--- config.mk ---
export PLATFORM = sky130hd
export DESIGN_NAME = reset_stop_ctrl
export DESIGN_NICKNAME = d
export VERILOG_FILES = /design/src/rtl/rst_ctrl_pkg.sv /design/src/rtl/sync_bank.sv /design/src/rtl/reset_stop_ctrl.sv
export SDC_FILE = /design/constraint.sdc
export NUM_CORES = 1
export LEC_CHECK = 0
export BUFFER_PORTS_ARGS = -buffer_cell sky130_fd_sc_hd__buf_4
export CORE_MARGIN = 4
export CORE_UTILIZATION = 40
export DETAILED_ROUTE_END_ITERATION = 10
export GPL_ROUTABILITY_DRIVEN = 0
export GPL_TIMING_DRIVEN = 0
export SLEW_MARGIN = 5
export SYNTH_ARGS = -nofsm -noshare
export SYNTH_HDL_FRONTEND = slang
export SYNTH_SLANG_ARGS = --single-unit
--- constraint.sdc ---
create_clock -name core_clk_i -period 5.7 [get_ports core_clk_i]
set_input_delay 0.57 -clock core_clk_i [delete_from_list [all_inputs] [get_ports core_clk_i]]
set_output_delay 0.57 -clock core_clk_i [all_outputs]
set_load 0.01 [all_outputs]
--- src/rtl/rst_ctrl_pkg.sv ---
// constants, offsets and types for the reset and stop recovery controller
// assumes a single core clock; everything else arrives through synchronisers
package rst_ctrl_pkg;

	// ----------------------------------------------------------------
	// register map (byte addresses, one 32-bit word each)
	// ----------------------------------------------------------------
	localparam logic [11:0] WDT_CTRL_OFS = 12'hFF0;
	localparam logic [11:0] OPTION_OFS = 12'hFF4;
	localparam logic [11:0] WAKE_MASK_OFS = 12'hFF8;
	localparam logic [11:0] DBG_CTRL_OFS = 12'hFFC;

	// cause flags sit in bits 7:4 of the watchdog control register
	localparam int FLAG_LSB = 4;
	localparam int FLAG_PIN = 0;
	localparam int FLAG_WDT = 1;
	localparam int FLAG_STOP = 2;
	localparam int FLAG_POR = 3;
	localparam int DBG_RESET_BIT = 1;
	localparam int OPT_WDT_RESET_BIT = 0;

	// values after reset
	localparam logic [3:0] FLAGS_RESET = 4'h0;
	localparam logic OPTION_RESET = 1'b1;
	localparam logic [7:0] WAKE_MASK_RESET = 8'h00;
	localparam logic [15:0] RESET_VECTOR_ADDR = 16'h0002;

	// ----------------------------------------------------------------
	// hold times
	// ----------------------------------------------------------------
	localparam logic [9:0] SYS_OSC_CYCLES = 10'h202;
	localparam logic [9:0] SHORT_OSC_CYCLES = 10'h042;
	localparam logic [4:0] SYS_CLK_CYCLES = 5'h10;
	localparam logic [9:0] SYS_OSC_LAST = SYS_OSC_CYCLES - 10'h001;
	localparam logic [9:0] SHORT_OSC_LAST = SHORT_OSC_CYCLES - 10'h001;
	localparam logic [3:0] SYS_CLK_LAST = 4'(SYS_CLK_CYCLES - 5'h01);

	// ----------------------------------------------------------------
	// synchroniser bank layout
	// ----------------------------------------------------------------
	localparam int SYNC_W = 14;
	localparam int S_OSC = 0;
	localparam int S_PIN_N = 1;
	localparam int S_DBG = 2;
	localparam int S_SUP = 3;
	localparam int S_BOD = 4;
	localparam int S_WDT = 5;
	localparam int S_WAKE = 6;
	localparam logic [13:0] SYNC_INIT = 14'h0006;

	typedef enum logic [2:0] {ST_RUN, ST_HOLD, ST_OSC, ST_PINWAIT, ST_SYS} state_t;
	typedef enum logic [2:0] {KIND_SYSTEM, KIND_SHORT, KIND_STOP, KIND_DEBUG} kind_t;

endpackage

--- src/rtl/sync_bank.sv ---
// two-flop synchronisers, one per bit, for inputs from outside the clock
// assumes each input bit is an independent level; no bus coherence
`timescale 1ns/100ps
`default_nettype none
module sync_bank #(
	parameter int WIDTH = 1,
	parameter logic [WIDTH-1:0] INIT = '0
) (
	input wire logic clk_i,              // core clock
	input wire logic srst_i,             // synchronous reset
	input wire logic clk_en_i,           // freezes the stages when low
	input wire logic [WIDTH-1:0] d_i,    // raw asynchronous levels
	output logic [WIDTH-1:0] q_o         // synchronised levels
);
	// ----------------------------------------------------------------
	// per-bit stages
	// ----------------------------------------------------------------
	genvar i;
	generate
		for (i = 0; i < WIDTH; i++) begin : g_bit
			logic meta_reg;
			logic sync_reg;
			// first stage feeds only the second stage
			always_ff @(posedge clk_i) begin
				if (srst_i) begin
					meta_reg <= INIT[i];
					sync_reg <= INIT[i];
				end else if (clk_en_i) begin
					meta_reg <= d_i[i];
					sync_reg <= meta_reg;
				end
			end
			assign q_o[i] = sync_reg;
		end
	endgenerate
endmodule
`default_nettype wire

--- src/rtl/reset_stop_ctrl.sv ---
// reset and stop mode recovery sequencer with an Avalon-MM register slave
// assumes the watchdog oscillator, supply monitor, pins and watchdog
// time-out are asynchronous levels; stop_mode_i comes from the core clock
//
// The Avalon-MM register port was decided locally.
`timescale 1ns/100ps
`default_nettype none
module reset_stop_ctrl (
	input wire logic core_clk_i,            // 10 MHz core clock
	input wire logic srst_i,                // synchronous reset, high
	input wire logic clk_en_i,              // freezes all state when low
	input wire logic supply_ok_i,           // supply above power-on level
	input wire logic brownout_detect_i,     // supply below brown-out level
	input wire logic wdt_timeout_i,         // watchdog time-out level
	input wire logic reset_pin_n_i,         // external reset pin, low
	input wire logic debug_pin_i,           // debug pin level
	input wire logic [7:0] wake_pin_i,      // stop mode wake pins
	input wire logic osc_clk_i,             // watchdog oscillator
	input wire logic stop_mode_i,           // core is in stop mode
	input wire logic [11:0] avs_address_i,  // byte address
	input wire logic avs_read_i,            // read request
	input wire logic avs_write_i,           // write request
	input wire logic [31:0] avs_writedata_i, // write data
	input wire logic [3:0] avs_byteenable_i, // byte lanes
	output logic [31:0] avs_readdata_o,     // read data
	output logic avs_waitrequest_o,         // stall, high
	output logic cpu_reset_o,               // core held in reset
	output logic periph_reset_o,            // peripherals held in reset
	output logic debugger_reset_o,          // debugger held in reset
	output logic sysclk_run_o,              // system clock enable
	output logic vector_fetch_o,            // pulse: fetch reset vector
	output logic [15:0] vector_addr_o       // reset vector address
);
	// ----------------------------------------------------------------
	// input synchronisation
	// ----------------------------------------------------------------
	logic [13:0] sync_q;
	logic osc_s, pin_n_s, dbg_s, sup_s, bod_s, wdt_s;
	logic [7:0] wake_s;

	// every outside level crosses two flops before use
	sync_bank #(
		.WIDTH(rst_ctrl_pkg::SYNC_W),
		.INIT(rst_ctrl_pkg::SYNC_INIT)
	) u_sync (
		.clk_i(core_clk_i),
		.srst_i(srst_i),
		.clk_en_i(clk_en_i),
		.d_i({wake_pin_i, wdt_timeout_i, brownout_detect_i, supply_ok_i,
			debug_pin_i, reset_pin_n_i, osc_clk_i}),
		.q_o(sync_q)
	);

	assign osc_s = sync_q[rst_ctrl_pkg::S_OSC];
	assign pin_n_s = sync_q[rst_ctrl_pkg::S_PIN_N];
	assign dbg_s = sync_q[rst_ctrl_pkg::S_DBG];
	assign sup_s = sync_q[rst_ctrl_pkg::S_SUP];
	assign bod_s = sync_q[rst_ctrl_pkg::S_BOD];
	assign wdt_s = sync_q[rst_ctrl_pkg::S_WDT];
	assign wake_s = sync_q[rst_ctrl_pkg::S_WAKE +: 8];

	// ----------------------------------------------------------------
	// state
	// ----------------------------------------------------------------
	rst_ctrl_pkg::state_t state_reg, state_next;
	rst_ctrl_pkg::kind_t kind_reg, kind_next;
	logic [3:0] pend_reg, pend_next;
	logic [3:0] flags_reg, flags_next;
	logic [9:0] osc_cnt_reg, osc_cnt_next;
	logic [3:0] sys_cnt_reg, sys_cnt_next;
	logic osc_prev_reg, wdt_prev_reg;
	logic [7:0] wake_prev_reg;
	logic opt_reg, dbg_req_reg;
	logic [7:0] wake_mask_reg;
	logic wait_reg;
	logic [31:0] rdata_reg;
	logic cpu_rst_reg, periph_rst_reg, dbg_rst_reg, sysclk_reg, fetch_reg;
	logic [15:0] vec_reg;

	// ----------------------------------------------------------------
	// event detection and request decode
	// ----------------------------------------------------------------
	logic osc_tick, wdt_rise, wake_edge, pin_low, in_run, supply_bad;
	logic stop_sys_req, stop_rec_req, dbg_sys_req, short_req, any_req;
	logic [9:0] osc_last;
	logic exiting, entering, cfg_load;

	// edges only look at the second synchroniser stage
	assign osc_tick = osc_s & ~osc_prev_reg;
	assign wdt_rise = wdt_s & ~wdt_prev_reg;
	assign wake_edge = |((wake_s ^ wake_prev_reg) & wake_mask_reg);
	assign pin_low = ~pin_n_s;
	assign in_run = (state_reg == rst_ctrl_pkg::ST_RUN);

	// supply faults override everything; brown-out sleeps in stop
	assign supply_bad = ~sup_s | (bod_s & ~stop_mode_i);

	// classify by mode and source
	assign stop_sys_req = in_run & stop_mode_i & (pin_low | ~dbg_s);
	assign stop_rec_req = in_run & stop_mode_i & (wdt_rise | wake_edge);
	assign dbg_sys_req = in_run & ~stop_mode_i & dbg_req_reg;
	assign short_req = in_run & ~stop_mode_i &
		(pin_low | (wdt_rise & opt_reg));
	assign any_req = stop_sys_req | stop_rec_req | dbg_sys_req | short_req;

	// only a short reset uses the shorter oscillator count
	assign osc_last = (kind_reg == rst_ctrl_pkg::KIND_SHORT) ?
		rst_ctrl_pkg::SHORT_OSC_LAST : rst_ctrl_pkg::SYS_OSC_LAST;

	assign exiting = ~in_run & (state_next == rst_ctrl_pkg::ST_RUN);
	assign entering = in_run & (state_next != rst_ctrl_pkg::ST_RUN);
	// stop recovery leaves the option and wake mask registers alone
	assign cfg_load = (state_next != rst_ctrl_pkg::ST_RUN) &
		(kind_next != rst_ctrl_pkg::KIND_STOP);

	// ----------------------------------------------------------------
	// sequencer
	// ----------------------------------------------------------------
	// supply fault is checked first so it wins in every state
	always_comb begin
		state_next = state_reg;
		kind_next = kind_reg;
		pend_next = pend_reg;
		osc_cnt_next = osc_cnt_reg;
		sys_cnt_next = sys_cnt_reg;
		if (supply_bad) begin
			state_next = rst_ctrl_pkg::ST_HOLD;
			kind_next = rst_ctrl_pkg::KIND_SYSTEM;
			pend_next = 4'h8;
			osc_cnt_next = 10'h000;
		end else begin
			case (state_reg)
				rst_ctrl_pkg::ST_RUN: begin
					osc_cnt_next = 10'h000;
					if (stop_sys_req) begin
						kind_next = rst_ctrl_pkg::KIND_SYSTEM;
						pend_next = {2'b01, 1'b0, pin_low};
					end else if (stop_rec_req) begin
						kind_next = rst_ctrl_pkg::KIND_STOP;
						pend_next = {2'b01, wdt_rise, 1'b0};
					end else if (dbg_sys_req) begin
						kind_next = rst_ctrl_pkg::KIND_DEBUG;
						pend_next = {2'b00, wdt_rise & opt_reg, pin_low};
					end else begin
						kind_next = rst_ctrl_pkg::KIND_SHORT;
						pend_next = {2'b00, wdt_rise & opt_reg, pin_low};
					end
					if (any_req) begin
						state_next = rst_ctrl_pkg::ST_OSC;
					end else begin
						kind_next = kind_reg;
						pend_next = pend_reg;
					end
				end
				rst_ctrl_pkg::ST_HOLD: begin
					// supply has qualified: start the oscillator count
					state_next = rst_ctrl_pkg::ST_OSC;
				end
				rst_ctrl_pkg::ST_OSC: begin
					if (osc_tick) begin
						if (osc_cnt_reg == osc_last) begin
							sys_cnt_next = 4'h0;
							state_next = pin_low ? rst_ctrl_pkg::ST_PINWAIT :
								rst_ctrl_pkg::ST_SYS;
						end else begin
							osc_cnt_next = osc_cnt_reg + 10'h001;
						end
					end
				end
				rst_ctrl_pkg::ST_PINWAIT: begin
					// pin held past the count: leave as soon as it rises
					if (!pin_low) begin
						state_next = rst_ctrl_pkg::ST_RUN;
					end
				end
				rst_ctrl_pkg::ST_SYS: begin
					if (sys_cnt_reg == rst_ctrl_pkg::SYS_CLK_LAST) begin
						state_next = rst_ctrl_pkg::ST_RUN;
					end else begin
						sys_cnt_next = sys_cnt_reg + 4'h1;
					end
				end
				default: begin
					state_next = rst_ctrl_pkg::ST_HOLD;
				end
			endcase
		end
	end

	// ----------------------------------------------------------------
	// bus decode
	// ----------------------------------------------------------------
	logic bus_req, rd_take, wr_take;
	logic hit_ctrl, hit_opt, hit_wake, hit_dbg;
	logic [31:0] rdata_mux;

	assign bus_req = avs_read_i | avs_write_i;
	// the request completes in the cycle that waitrequest is low
	assign rd_take = avs_read_i & ~wait_reg;
	assign wr_take = avs_write_i & ~wait_reg & avs_byteenable_i[0];
	assign hit_ctrl = (avs_address_i == rst_ctrl_pkg::WDT_CTRL_OFS);
	assign hit_opt = (avs_address_i == rst_ctrl_pkg::OPTION_OFS);
	assign hit_wake = (avs_address_i == rst_ctrl_pkg::WAKE_MASK_OFS);
	assign hit_dbg = (avs_address_i == rst_ctrl_pkg::DBG_CTRL_OFS);
	// unmapped addresses read as zero and ignore writes
	assign rdata_mux = hit_ctrl ? {24'h000000, flags_reg, 4'h0} :
		hit_opt ? {31'h00000000, opt_reg} :
		hit_wake ? {24'h000000, wake_mask_reg} :
		hit_dbg ? {30'h00000000, dbg_req_reg, 1'b0} : 32'h00000000;

	// reading clears only the flags that were returned, so a flag set
	// between sample and completion survives; a set always wins
	assign flags_next = exiting ? pend_reg :
		(rd_take & hit_ctrl) ?
		(flags_reg & ~rdata_reg[rst_ctrl_pkg::FLAG_LSB +: 4]) : flags_reg;

	// ----------------------------------------------------------------
	// sequencer and edge registers
	// ----------------------------------------------------------------
	always_ff @(posedge core_clk_i) begin
		if (srst_i) begin
			state_reg <= rst_ctrl_pkg::ST_HOLD;
			kind_reg <= rst_ctrl_pkg::KIND_SYSTEM;
			pend_reg <= 4'h8;
			osc_cnt_reg <= 10'h000;
			sys_cnt_reg <= 4'h0;
			flags_reg <= rst_ctrl_pkg::FLAGS_RESET;
			osc_prev_reg <= 1'b0;
			wdt_prev_reg <= 1'b0;
			wake_prev_reg <= 8'h00;
		end else if (clk_en_i) begin
			state_reg <= state_next;
			kind_reg <= kind_next;
			pend_reg <= pend_next;
			osc_cnt_reg <= osc_cnt_next;
			sys_cnt_reg <= sys_cnt_next;
			flags_reg <= flags_next;
			osc_prev_reg <= osc_s;
			wdt_prev_reg <= wdt_s;
			wake_prev_reg <= wake_s;
		end
	end

	// ----------------------------------------------------------------
	// software registers
	// ----------------------------------------------------------------
	// a reset reload beats a software write in the same cycle
	always_ff @(posedge core_clk_i) begin
		if (srst_i || (clk_en_i && cfg_load)) begin
			opt_reg <= rst_ctrl_pkg::OPTION_RESET;
			wake_mask_reg <= rst_ctrl_pkg::WAKE_MASK_RESET;
		end else if (clk_en_i && wr_take) begin
			if (hit_opt) begin
				opt_reg <= avs_writedata_i[rst_ctrl_pkg::OPT_WDT_RESET_BIT];
			end
			if (hit_wake) begin
				wake_mask_reg <= avs_writedata_i[7:0];
			end
		end
	end

	// the debugger request bit is consumed when any reset starts
	always_ff @(posedge core_clk_i) begin
		if (srst_i || (clk_en_i && entering)) begin
			dbg_req_reg <= 1'b0;
		end else if (clk_en_i && wr_take && hit_dbg) begin
			dbg_req_reg <= avs_writedata_i[rst_ctrl_pkg::DBG_RESET_BIT];
		end
	end

	// one wait cycle per access; read data loaded during it
	always_ff @(posedge core_clk_i) begin
		if (srst_i) begin
			wait_reg <= 1'b1;
			rdata_reg <= 32'h00000000;
		end else if (clk_en_i) begin
			wait_reg <= ~(bus_req & wait_reg);
			if (avs_read_i && wait_reg) begin
				rdata_reg <= rdata_mux;
			end
		end
	end

	// ----------------------------------------------------------------
	// registered outputs, aligned with state_reg
	// ----------------------------------------------------------------
	// clock held off in hold and oscillator phases, and in stop mode while in run
	always_ff @(posedge core_clk_i) begin
		if (srst_i) begin
			cpu_rst_reg <= 1'b1;
			periph_rst_reg <= 1'b1;
			dbg_rst_reg <= 1'b1;
			sysclk_reg <= 1'b0;
			fetch_reg <= 1'b0;
			vec_reg <= rst_ctrl_pkg::RESET_VECTOR_ADDR;
		end else if (clk_en_i) begin
			cpu_rst_reg <= (state_next != rst_ctrl_pkg::ST_RUN);
			periph_rst_reg <= cfg_load;
			dbg_rst_reg <= cfg_load & (kind_next != rst_ctrl_pkg::KIND_DEBUG);
			sysclk_reg <= (state_next == rst_ctrl_pkg::ST_SYS) |
				(state_next == rst_ctrl_pkg::ST_PINWAIT) |
				((state_next == rst_ctrl_pkg::ST_RUN) & ~stop_mode_i);
			fetch_reg <= exiting;
			vec_reg <= rst_ctrl_pkg::RESET_VECTOR_ADDR;
		end
	end

	assign avs_readdata_o = rdata_reg;
	assign avs_waitrequest_o = wait_reg;
	assign cpu_reset_o = cpu_rst_reg;
	assign periph_reset_o = periph_rst_reg;
	assign debugger_reset_o = dbg_rst_reg;
	assign sysclk_run_o = sysclk_reg;
	assign vector_fetch_o = fetch_reg;
	assign vector_addr_o = vec_reg;

	// ----------------------------------------------------------------
	// checks
	// ----------------------------------------------------------------
	property p_osc_early;
		@(posedge core_clk_i) disable iff (srst_i)
		(clk_en_i && state_reg == rst_ctrl_pkg::ST_OSC && !supply_bad &&
			osc_cnt_reg != osc_last) |=> state_reg == rst_ctrl_pkg::ST_OSC;
	endproperty
	a_osc_early: assert property (p_osc_early)
		else $error("oscillator phase ended early");

	property p_short_len;
		@(posedge core_clk_i) disable iff (srst_i)
		(clk_en_i && state_reg == rst_ctrl_pkg::ST_OSC && osc_tick &&
			!supply_bad && kind_reg == rst_ctrl_pkg::KIND_SHORT &&
			osc_cnt_reg == rst_ctrl_pkg::SHORT_OSC_LAST) |=>
			sysclk_run_o && state_reg != rst_ctrl_pkg::ST_OSC;
	endproperty
	a_short_len: assert property (p_short_len)
		else $error("short reset did not leave oscillator phase at 66");

	property p_sys_phase;
		@(posedge core_clk_i) disable iff (srst_i)
		(clk_en_i && state_reg == rst_ctrl_pkg::ST_SYS && !supply_bad &&
			sys_cnt_reg != 4'hF) |=> cpu_reset_o && sysclk_run_o &&
			state_reg == rst_ctrl_pkg::ST_SYS;
	endproperty
	a_sys_phase: assert property (p_sys_phase)
		else $error("core released before 16 clocks");

	property p_supply;
		@(posedge core_clk_i) disable iff (srst_i)
		(clk_en_i && supply_bad) |=> cpu_reset_o && !sysclk_run_o &&
			kind_reg == rst_ctrl_pkg::KIND_SYSTEM;
	endproperty
	a_supply: assert property (p_supply)
		else $error("supply fault did not force system reset");

	property p_pin_hold;
		@(posedge core_clk_i) disable iff (srst_i)
		(clk_en_i && pin_low) |=> cpu_reset_o;
	endproperty
	a_pin_hold: assert property (p_pin_hold)
		else $error("reset released while pin low");

	property p_vector;
		@(posedge core_clk_i) disable iff (srst_i)
		$fell(cpu_reset_o) |-> vector_fetch_o &&
			vector_addr_o == rst_ctrl_pkg::RESET_VECTOR_ADDR;
	endproperty
	a_vector: assert property (p_vector)
		else $error("no vector fetch at release");

	property p_por_flag;
		@(posedge core_clk_i) disable iff (srst_i)
		(clk_en_i && exiting && pend_reg[rst_ctrl_pkg::FLAG_POR]) |=>
			flags_reg[rst_ctrl_pkg::FLAG_POR];
	endproperty
	a_por_flag: assert property (p_por_flag)
		else $error("power-up flag not set");

	property p_wdt_opt;
		@(posedge core_clk_i) disable iff (srst_i)
		(clk_en_i && in_run && !stop_mode_i && wdt_rise && !opt_reg &&
			!pin_low && !dbg_req_reg && !supply_bad) |=> !cpu_reset_o;
	endproperty
	a_wdt_opt: assert property (p_wdt_opt)
		else $error("watchdog reset with option cleared");

	property p_bod_stop;
		@(posedge core_clk_i) disable iff (srst_i)
		(clk_en_i && in_run && stop_mode_i && sup_s && !any_req) |=>
			!cpu_reset_o;
	endproperty
	a_bod_stop: assert property (p_bod_stop)
		else $error("brown-out acted in stop mode");

	property p_stop_flag;
		@(posedge core_clk_i) disable iff (srst_i)
		(clk_en_i && exiting && kind_reg == rst_ctrl_pkg::KIND_STOP) |=>
			flags_reg[rst_ctrl_pkg::FLAG_STOP] && !periph_reset_o;
	endproperty
	a_stop_flag: assert property (p_stop_flag)
		else $error("stop recovery flag missing");
endmodule
`default_nettype wire

* After elaboration in Yosys (flattened, before gate mapping)
Index checks and enable logic that the tools add are counted.
Storage, ports and cells: register bits after elaboration 114, input bits 68, output and inout bits 54, logic and storage cells 170
Operators by class: add/sub/neg operators 2, equality and inequality tests 20, multiplexer cells 34, bitwise logic cells 44, reductions and logical operators 23
Operator list (number):
- 12-bit == test (second input constant) | 4
- 10-bit 2-to-1 mux | 4
- 3-bit 2-to-1 mux | 12
- 4-bit 2-to-1 mux | 8
- 8-bit 2-to-1 mux | 3
- 1-bit bitwise AND | 20
- 10-bit case mux with 2 select lines | 1
- 3-bit case mux with 5 select lines | 1
- 10-bit by 1-bit adder with 10-bit output (second input constant) | 1
- 10-bit == test | 1
- 1-bit inverter | 10
- 1-bit OR | 10
- 3-bit by 2-bit == test with 1-bit output (second input constant) | 3
- 8-bit bitwise AND | 1
- 2-bit 2-to-1 mux | 4
- 4-bit case mux with 2 select lines | 1
- 2-bit AND reduction | 4
- 2-bit nonzero test | 4
- 8-bit OR reduction | 1
- 8-bit bitwise XOR | 1
- 3-bit by 1-bit == test with 1-bit output (second input constant) | 2
- 3-bit == test (second input constant) | 2
- 3-bit zero test | 2
- 2-bit != test (second input constant) | 3
- other kinds (12) | 20

* Logic depth before layout (Yosys ltp)
word-level depth 15, mapped depth 9, mapped depth without buffers 8

* Hierarchy
Synthesis repeated with hierarchy kept, for this count alone.
Unflattened totals: cells, all modules 510, area total of the unflattened synthesis 4576.9 µm²
Modules (own cells, without submodules):
- reset_stop_ctrl | times used 1, cells each 406, area an instance 3443.3 µm², sequential area each 1241.2 µm²
- sync_bank | times used 1, cells each 104, area an instance 1133.6 µm², sequential area each 560.5 µm²

* Least setup slack after synthesis
OpenSTA, ideal clock, no wires.
path kind in2reg, start point input avs_address_i[7], end point register wake_mask_reg[0], library setup time 0.086 ns, data arrival time 2.145 ns, data required time 5.614 ns, slack 3.469 ns, stages on the path 5, path buffers 0, cell sequence nand4_1 > nor4_1 > nand3_1 > mux2i_1 > a211oi_1
On the way: word-level cells in the longest chain between the ends 2
Ends and longest elaborated chain:
- start, declared | line reset_stop_ctrl.sv:20 | input wire logic [11:0] avs_address_i,
- 12-bit == test | line reset_stop_ctrl.sv:203 | assign hit_wake = (avs_address_i == rst_ctrl_pkg::WAKE_MASK_OFS);
- 2-bit AND reduction (no line)
- end signal, assigned | line reset_stop_ctrl.sv:251 | wake_mask_reg <= rst_ctrl_pkg::WAKE_MASK_RESET;
- end signal, assigned | line reset_stop_ctrl.sv:257 | wake_mask_reg <= avs_writedata_i[7:0];
- end, declared | line reset_stop_ctrl.sv:74 | logic [7:0] wake_mask_reg;
Every way passes these cells. A chain may end at the register's enable or synchronous reset.

* Worst setup path in the final report
start point register kind_reg[0], end point register fetch_reg, in the netlist vector_fetch_o
On the way: word-level cells in the longest chain between the ends 9
Ends and longest elaborated chain:
- start, declared | line reset_stop_ctrl.sv:66 | rst_ctrl_pkg::kind_t kind_reg, kind_next;
- start signal, assigned | line reset_stop_ctrl.sv:223 | kind_reg <= rst_ctrl_pkg::KIND_SYSTEM;
- start signal, assigned | line reset_stop_ctrl.sv:233 | kind_reg <= kind_next;
- 3-bit by 1-bit == test with 1-bit output | line reset_stop_ctrl.sv:107 | assign osc_last = (kind_reg == rst_ctrl_pkg::KIND_SHORT) ?
- 10-bit 2-to-1 mux | line reset_stop_ctrl.sv:107
- 10-bit == test | line reset_stop_ctrl.sv:161 | if (osc_cnt_reg == osc_last) begin
- 3-bit 2-to-1 mux | line reset_stop_ctrl.sv:161
- 3-bit 2-to-1 mux | line reset_stop_ctrl.sv:160 | if (osc_tick) begin
- 3-bit case mux with 5 select lines | line reset_stop_ctrl.sv:132 | case (state_reg)
- 3-bit 2-to-1 mux | line reset_stop_ctrl.sv:126 | if (supply_bad) begin
- 3-bit zero test | line reset_stop_ctrl.sv:110 | assign exiting = ~in_run & (state_next == rst_ctrl_pkg::ST_RUN);
- 1-bit bitwise AND | line reset_stop_ctrl.sv:110
- end signal, assigned | line reset_stop_ctrl.sv:303 | fetch_reg <= exiting;
- end, declared | line reset_stop_ctrl.sv:77 | logic cpu_rst_reg, periph_rst_reg, dbg_rst_reg, sysclk_reg, fetch_reg;
Every way passes these cells.

==> results.yml <==
routing:
  drt_wl_total_microns: 11560
  postRouteAntennaNets: 0
  drt_iter0_drc: 290
  vias: 3950
  via_per_inst: 5.157
  drc: 0
  avgRoutedWirePerCell_microns: 15.08
  firstDrtPassIters: 5
global_routing:
  grt_antenna_before_repair: 0
  grt_pass1_vias: 3810
  track_usage: 0.1799
  grt_max_degree: 17
  grt_overflow_total: 0
  grt_pass1_wl_microns: 18930
worst_setup_path:
  path_class: "flip-flop to flip-flop"
  end_kind: "flip-flop"
  path_max_fanout: 9
  cp.arrival_ns: 2.78
  cp-start-kind: "flip-flop"
  required_ns: 5.95
sta:
  post-route-period-util: 0.4438
  hold_viol_final: 0
  setup_viol: 0
  clock.fmax_mhz: 395.3
  rsz0062_at_grt: "no"
  min_period_ns: 2.529
  slew_headroom: 0.2662
  final.setup.tns_ns: 0
  maxSlewViolCount: 0
  clock_skew_ns: 0.008247
  tightest_slew_ns: 1.091
  finalWorstSetupSlack_ns: 3.171
clock_tree:
  cts_made_buffers: 9
  clkSinkCount: 90
  insertion_delay_ns: 0.35
  hold_buffers: 0
  htreeDepth: 3
  cts_tree: "yes"
  clockRootBuffer: "clkbuf_16"
  clkTransAtPathRegs_ns: 0.07
  clk_path_buf_depth: 2
  post_cts_buffers: 0
  post_cts_resized: 0
yosys:
  synth-compound-area-share: 0.1699
  synth_edf_count: 0
  synthMuxAreaShare: 0.1199
  synth-simple-area-share: 0.1734
  synth_xor_area_frac: 0.03235
  netlist_area_sq_um: 4603
  synth_flop_cell: "dfxtp_1"
  yosysUniqueCellTypes: 67
  synthCells: 518
  ys_ff_latch: 90
  synth_top_family_by_area: "simple AND/OR/NAND/NOR gates"
  yosys_warnings: 0
  async_reset_ff_frac: 0
  synth_fa_ha_area_frac: 0.008154
  avgSynthCellArea_sq_um: 8.886
  synth_seq_area_share: 0.3914
placement:
  dpl.cell_count: 750
  pre_cts_slack_ns: 2.829
  port_buffers: 54
  hpwl_microns: 8600
cells_and_area:
  drive_above_1_share: 0.2109
  n_antenna_cell: 0
  fin_util: 0.5110
  nets: 692
  instances_no_fill: 766
  syn2layout_area_growth_pct: 22.45
min_path:
  min-delay-path-class: "primary input to flip-flop"
pwr:
  power_density_nw_per_um2: 251.2
  fin_total_pwr_mw: 1.416
  leakage_nw: 2.471
  peakVddDrop_v: 0.0002087
floorplan:
  fp.dieArea_sq_um: 13290
  initial_core_util: 0.4173
  die_y_microns: 115.3
  dieWidth_microns: 115.3
  io-pin-count: 122
  core_sq_um: 11030
  rows: 38
status:
  status: "finished clean"
flow_run:
  drv_cap: 0
[cells in the mapped netlist (2+ instances only)]
master     count  area, sq um
o211ai_1       6        45.04
a21boi_0       2        15.01
buf_2          8        40.04
and3_1         5        31.28
conb_1         2        7.510
buf_1          3        11.26
o2111ai_1      3        26.28
nand4_1       11        68.82
o32ai_1        2        17.52
a21oi_1       18        90.09
buf_4         40        300.3
and2_1         2        12.51
a211oi_1      16        120.1
dfxtp_1       90         1802
a311oi_1       2        17.52
nand2_1       32        120.1
a21o_1         5        37.54
o31ai_1        3        22.52
xor2_1        17        148.9
o21ai_0       18        90.09
or2b_1         2        15.01
nor2_1        61        229.0
a31o_2         2        17.52
nand3b_1       3        22.52
a22oi_1        5        37.54
nor3_1         7        35.03
nand3_1       11        55.05
o21a_1         3        22.52
nand2b_1       2        12.51
or3_1          3        18.77
a2111oi_0      2        17.52
or2_2          2        12.51
ha_1           3        37.54
o41ai_1        4        35.03
clkbuf_1      14        52.55
nor2b_1        7        43.79
mux2i_1       54        540.5
inv_1         16        60.06
nor3b_1        3        22.52
a31oi_1        2        12.51
[final timing paths]
check                                 start                                    end  slack [ns]  cells after the start
max                kind_reg[0]$_SDFFE_PP0P_            vector_fetch_o$_SDFFE_PP0P_        3.17                      6
min                           reset_pin_n_i  u_sync.g_bit[1].meta_reg$_SDFFE_PP1P_        0.44                      3
max reg2reg        kind_reg[0]$_SDFFE_PP0P_            vector_fetch_o$_SDFFE_PP0P_        3.17                      6
min reg2reg  avs_readdata_o[0]$_SDFFE_PP0P_         avs_readdata_o[0]$_SDFFE_PP0P_        0.46                      2
[layout make-up]
| cell class | count | area (sq um) |
|---|---|---|
| Buffer | 66 | 415.4 |
| Clock buffer | 10 | 239.0 |
| Clock inverter | 6 | 71.32 |
| Fill cell | 1079 | 5394 |
| Inverter | 16 | 60.06 |
| Multi-Input combinational cell | 384 | 2469 |
| Sequential cell | 90 | 1802 |
| Tap cell | 140 | 175.2 |
| Timing Repair Buffer | 54 | 405.4 |
[cell families (layout without fill, tap and decap cells)]
kind of cell	Yosys count	in the layout
simple gates	161	161
fa+ha+maj	3	3
mux	55	55
flops	90	90
other cells	2	40
xor+xnor	17	17
compound gates	108	108
buf+inv	82	152
[critical path, cell delays in order (launching register included)]
cell and delay (ns):
dfxtp_1 0.35, nor3b_1 0.30, mux2i_1 0.56, a311oi_1 0.24, a2111oi_4 0.66, nor3_2 0.11
a31o_1 0.20
[report_power, final]
group	total, mW	switching, mW	internal (mW)
Clock	0.619	0.262	0.357
Sequential	0.653	0.0107	0.642
Combinational	0.144	0.0774	0.0663
Total	1.42	0.351	1.07
[per-stage QoR]
stage	hold WS [ns]	cell area, sq um
3_5_place_dp	0.4495	5326
6_report	0.4414	5637
3_3_place_gp	0.4464	5326
4_1_cts	0.4346	5637
5_1_grt	0.4661	5637
2_1_floorplan	0.4315	4746
[cell usage in the layout, fill, tap and decap left out, drive strengths merged, types with 3 or more instances in the layout]
cell | Yosys | routed
buf | 52 | 106
a31o | 3 | 3
nand4 | 11 | 11
nor3 | 8 | 8
o211ai | 6 | 6
o41ai | 4 | 4
conb | 2 | 40
and3 | 5 | 5
nand3 | 11 | 11
or3 | 3 | 3
o21ai | 18 | 18
a21oi | 18 | 18
o21a | 3 | 3
a22oi | 5 | 5
nor3b | 3 | 3
nand3b | 3 | 3
o31ai | 3 | 3
clkbuf | 14 | 24
a21o | 5 | 5
ha | 3 | 3
inv | 16 | 19
o2111ai | 3 | 3
nor2 | 62 | 62
nand2 | 32 | 32
dfxtp | 90 | 90
xor2 | 17 | 17
a2111oi | 3 | 3
a211oi | 16 | 16
nor2b | 7 | 7
mux2i | 54 | 54
[layer usage]
metal,part of all wire,vias to the layer above,GRT usage
met2,0.45,116,0.2851
met4,0.016,0,0.06729
li1,-,1984,-
met3,0.062,14,0.03632
met5,0,-,0
met1,0.48,1836,0.2424
No activity file was read; power rests on OpenSTA's default activity.
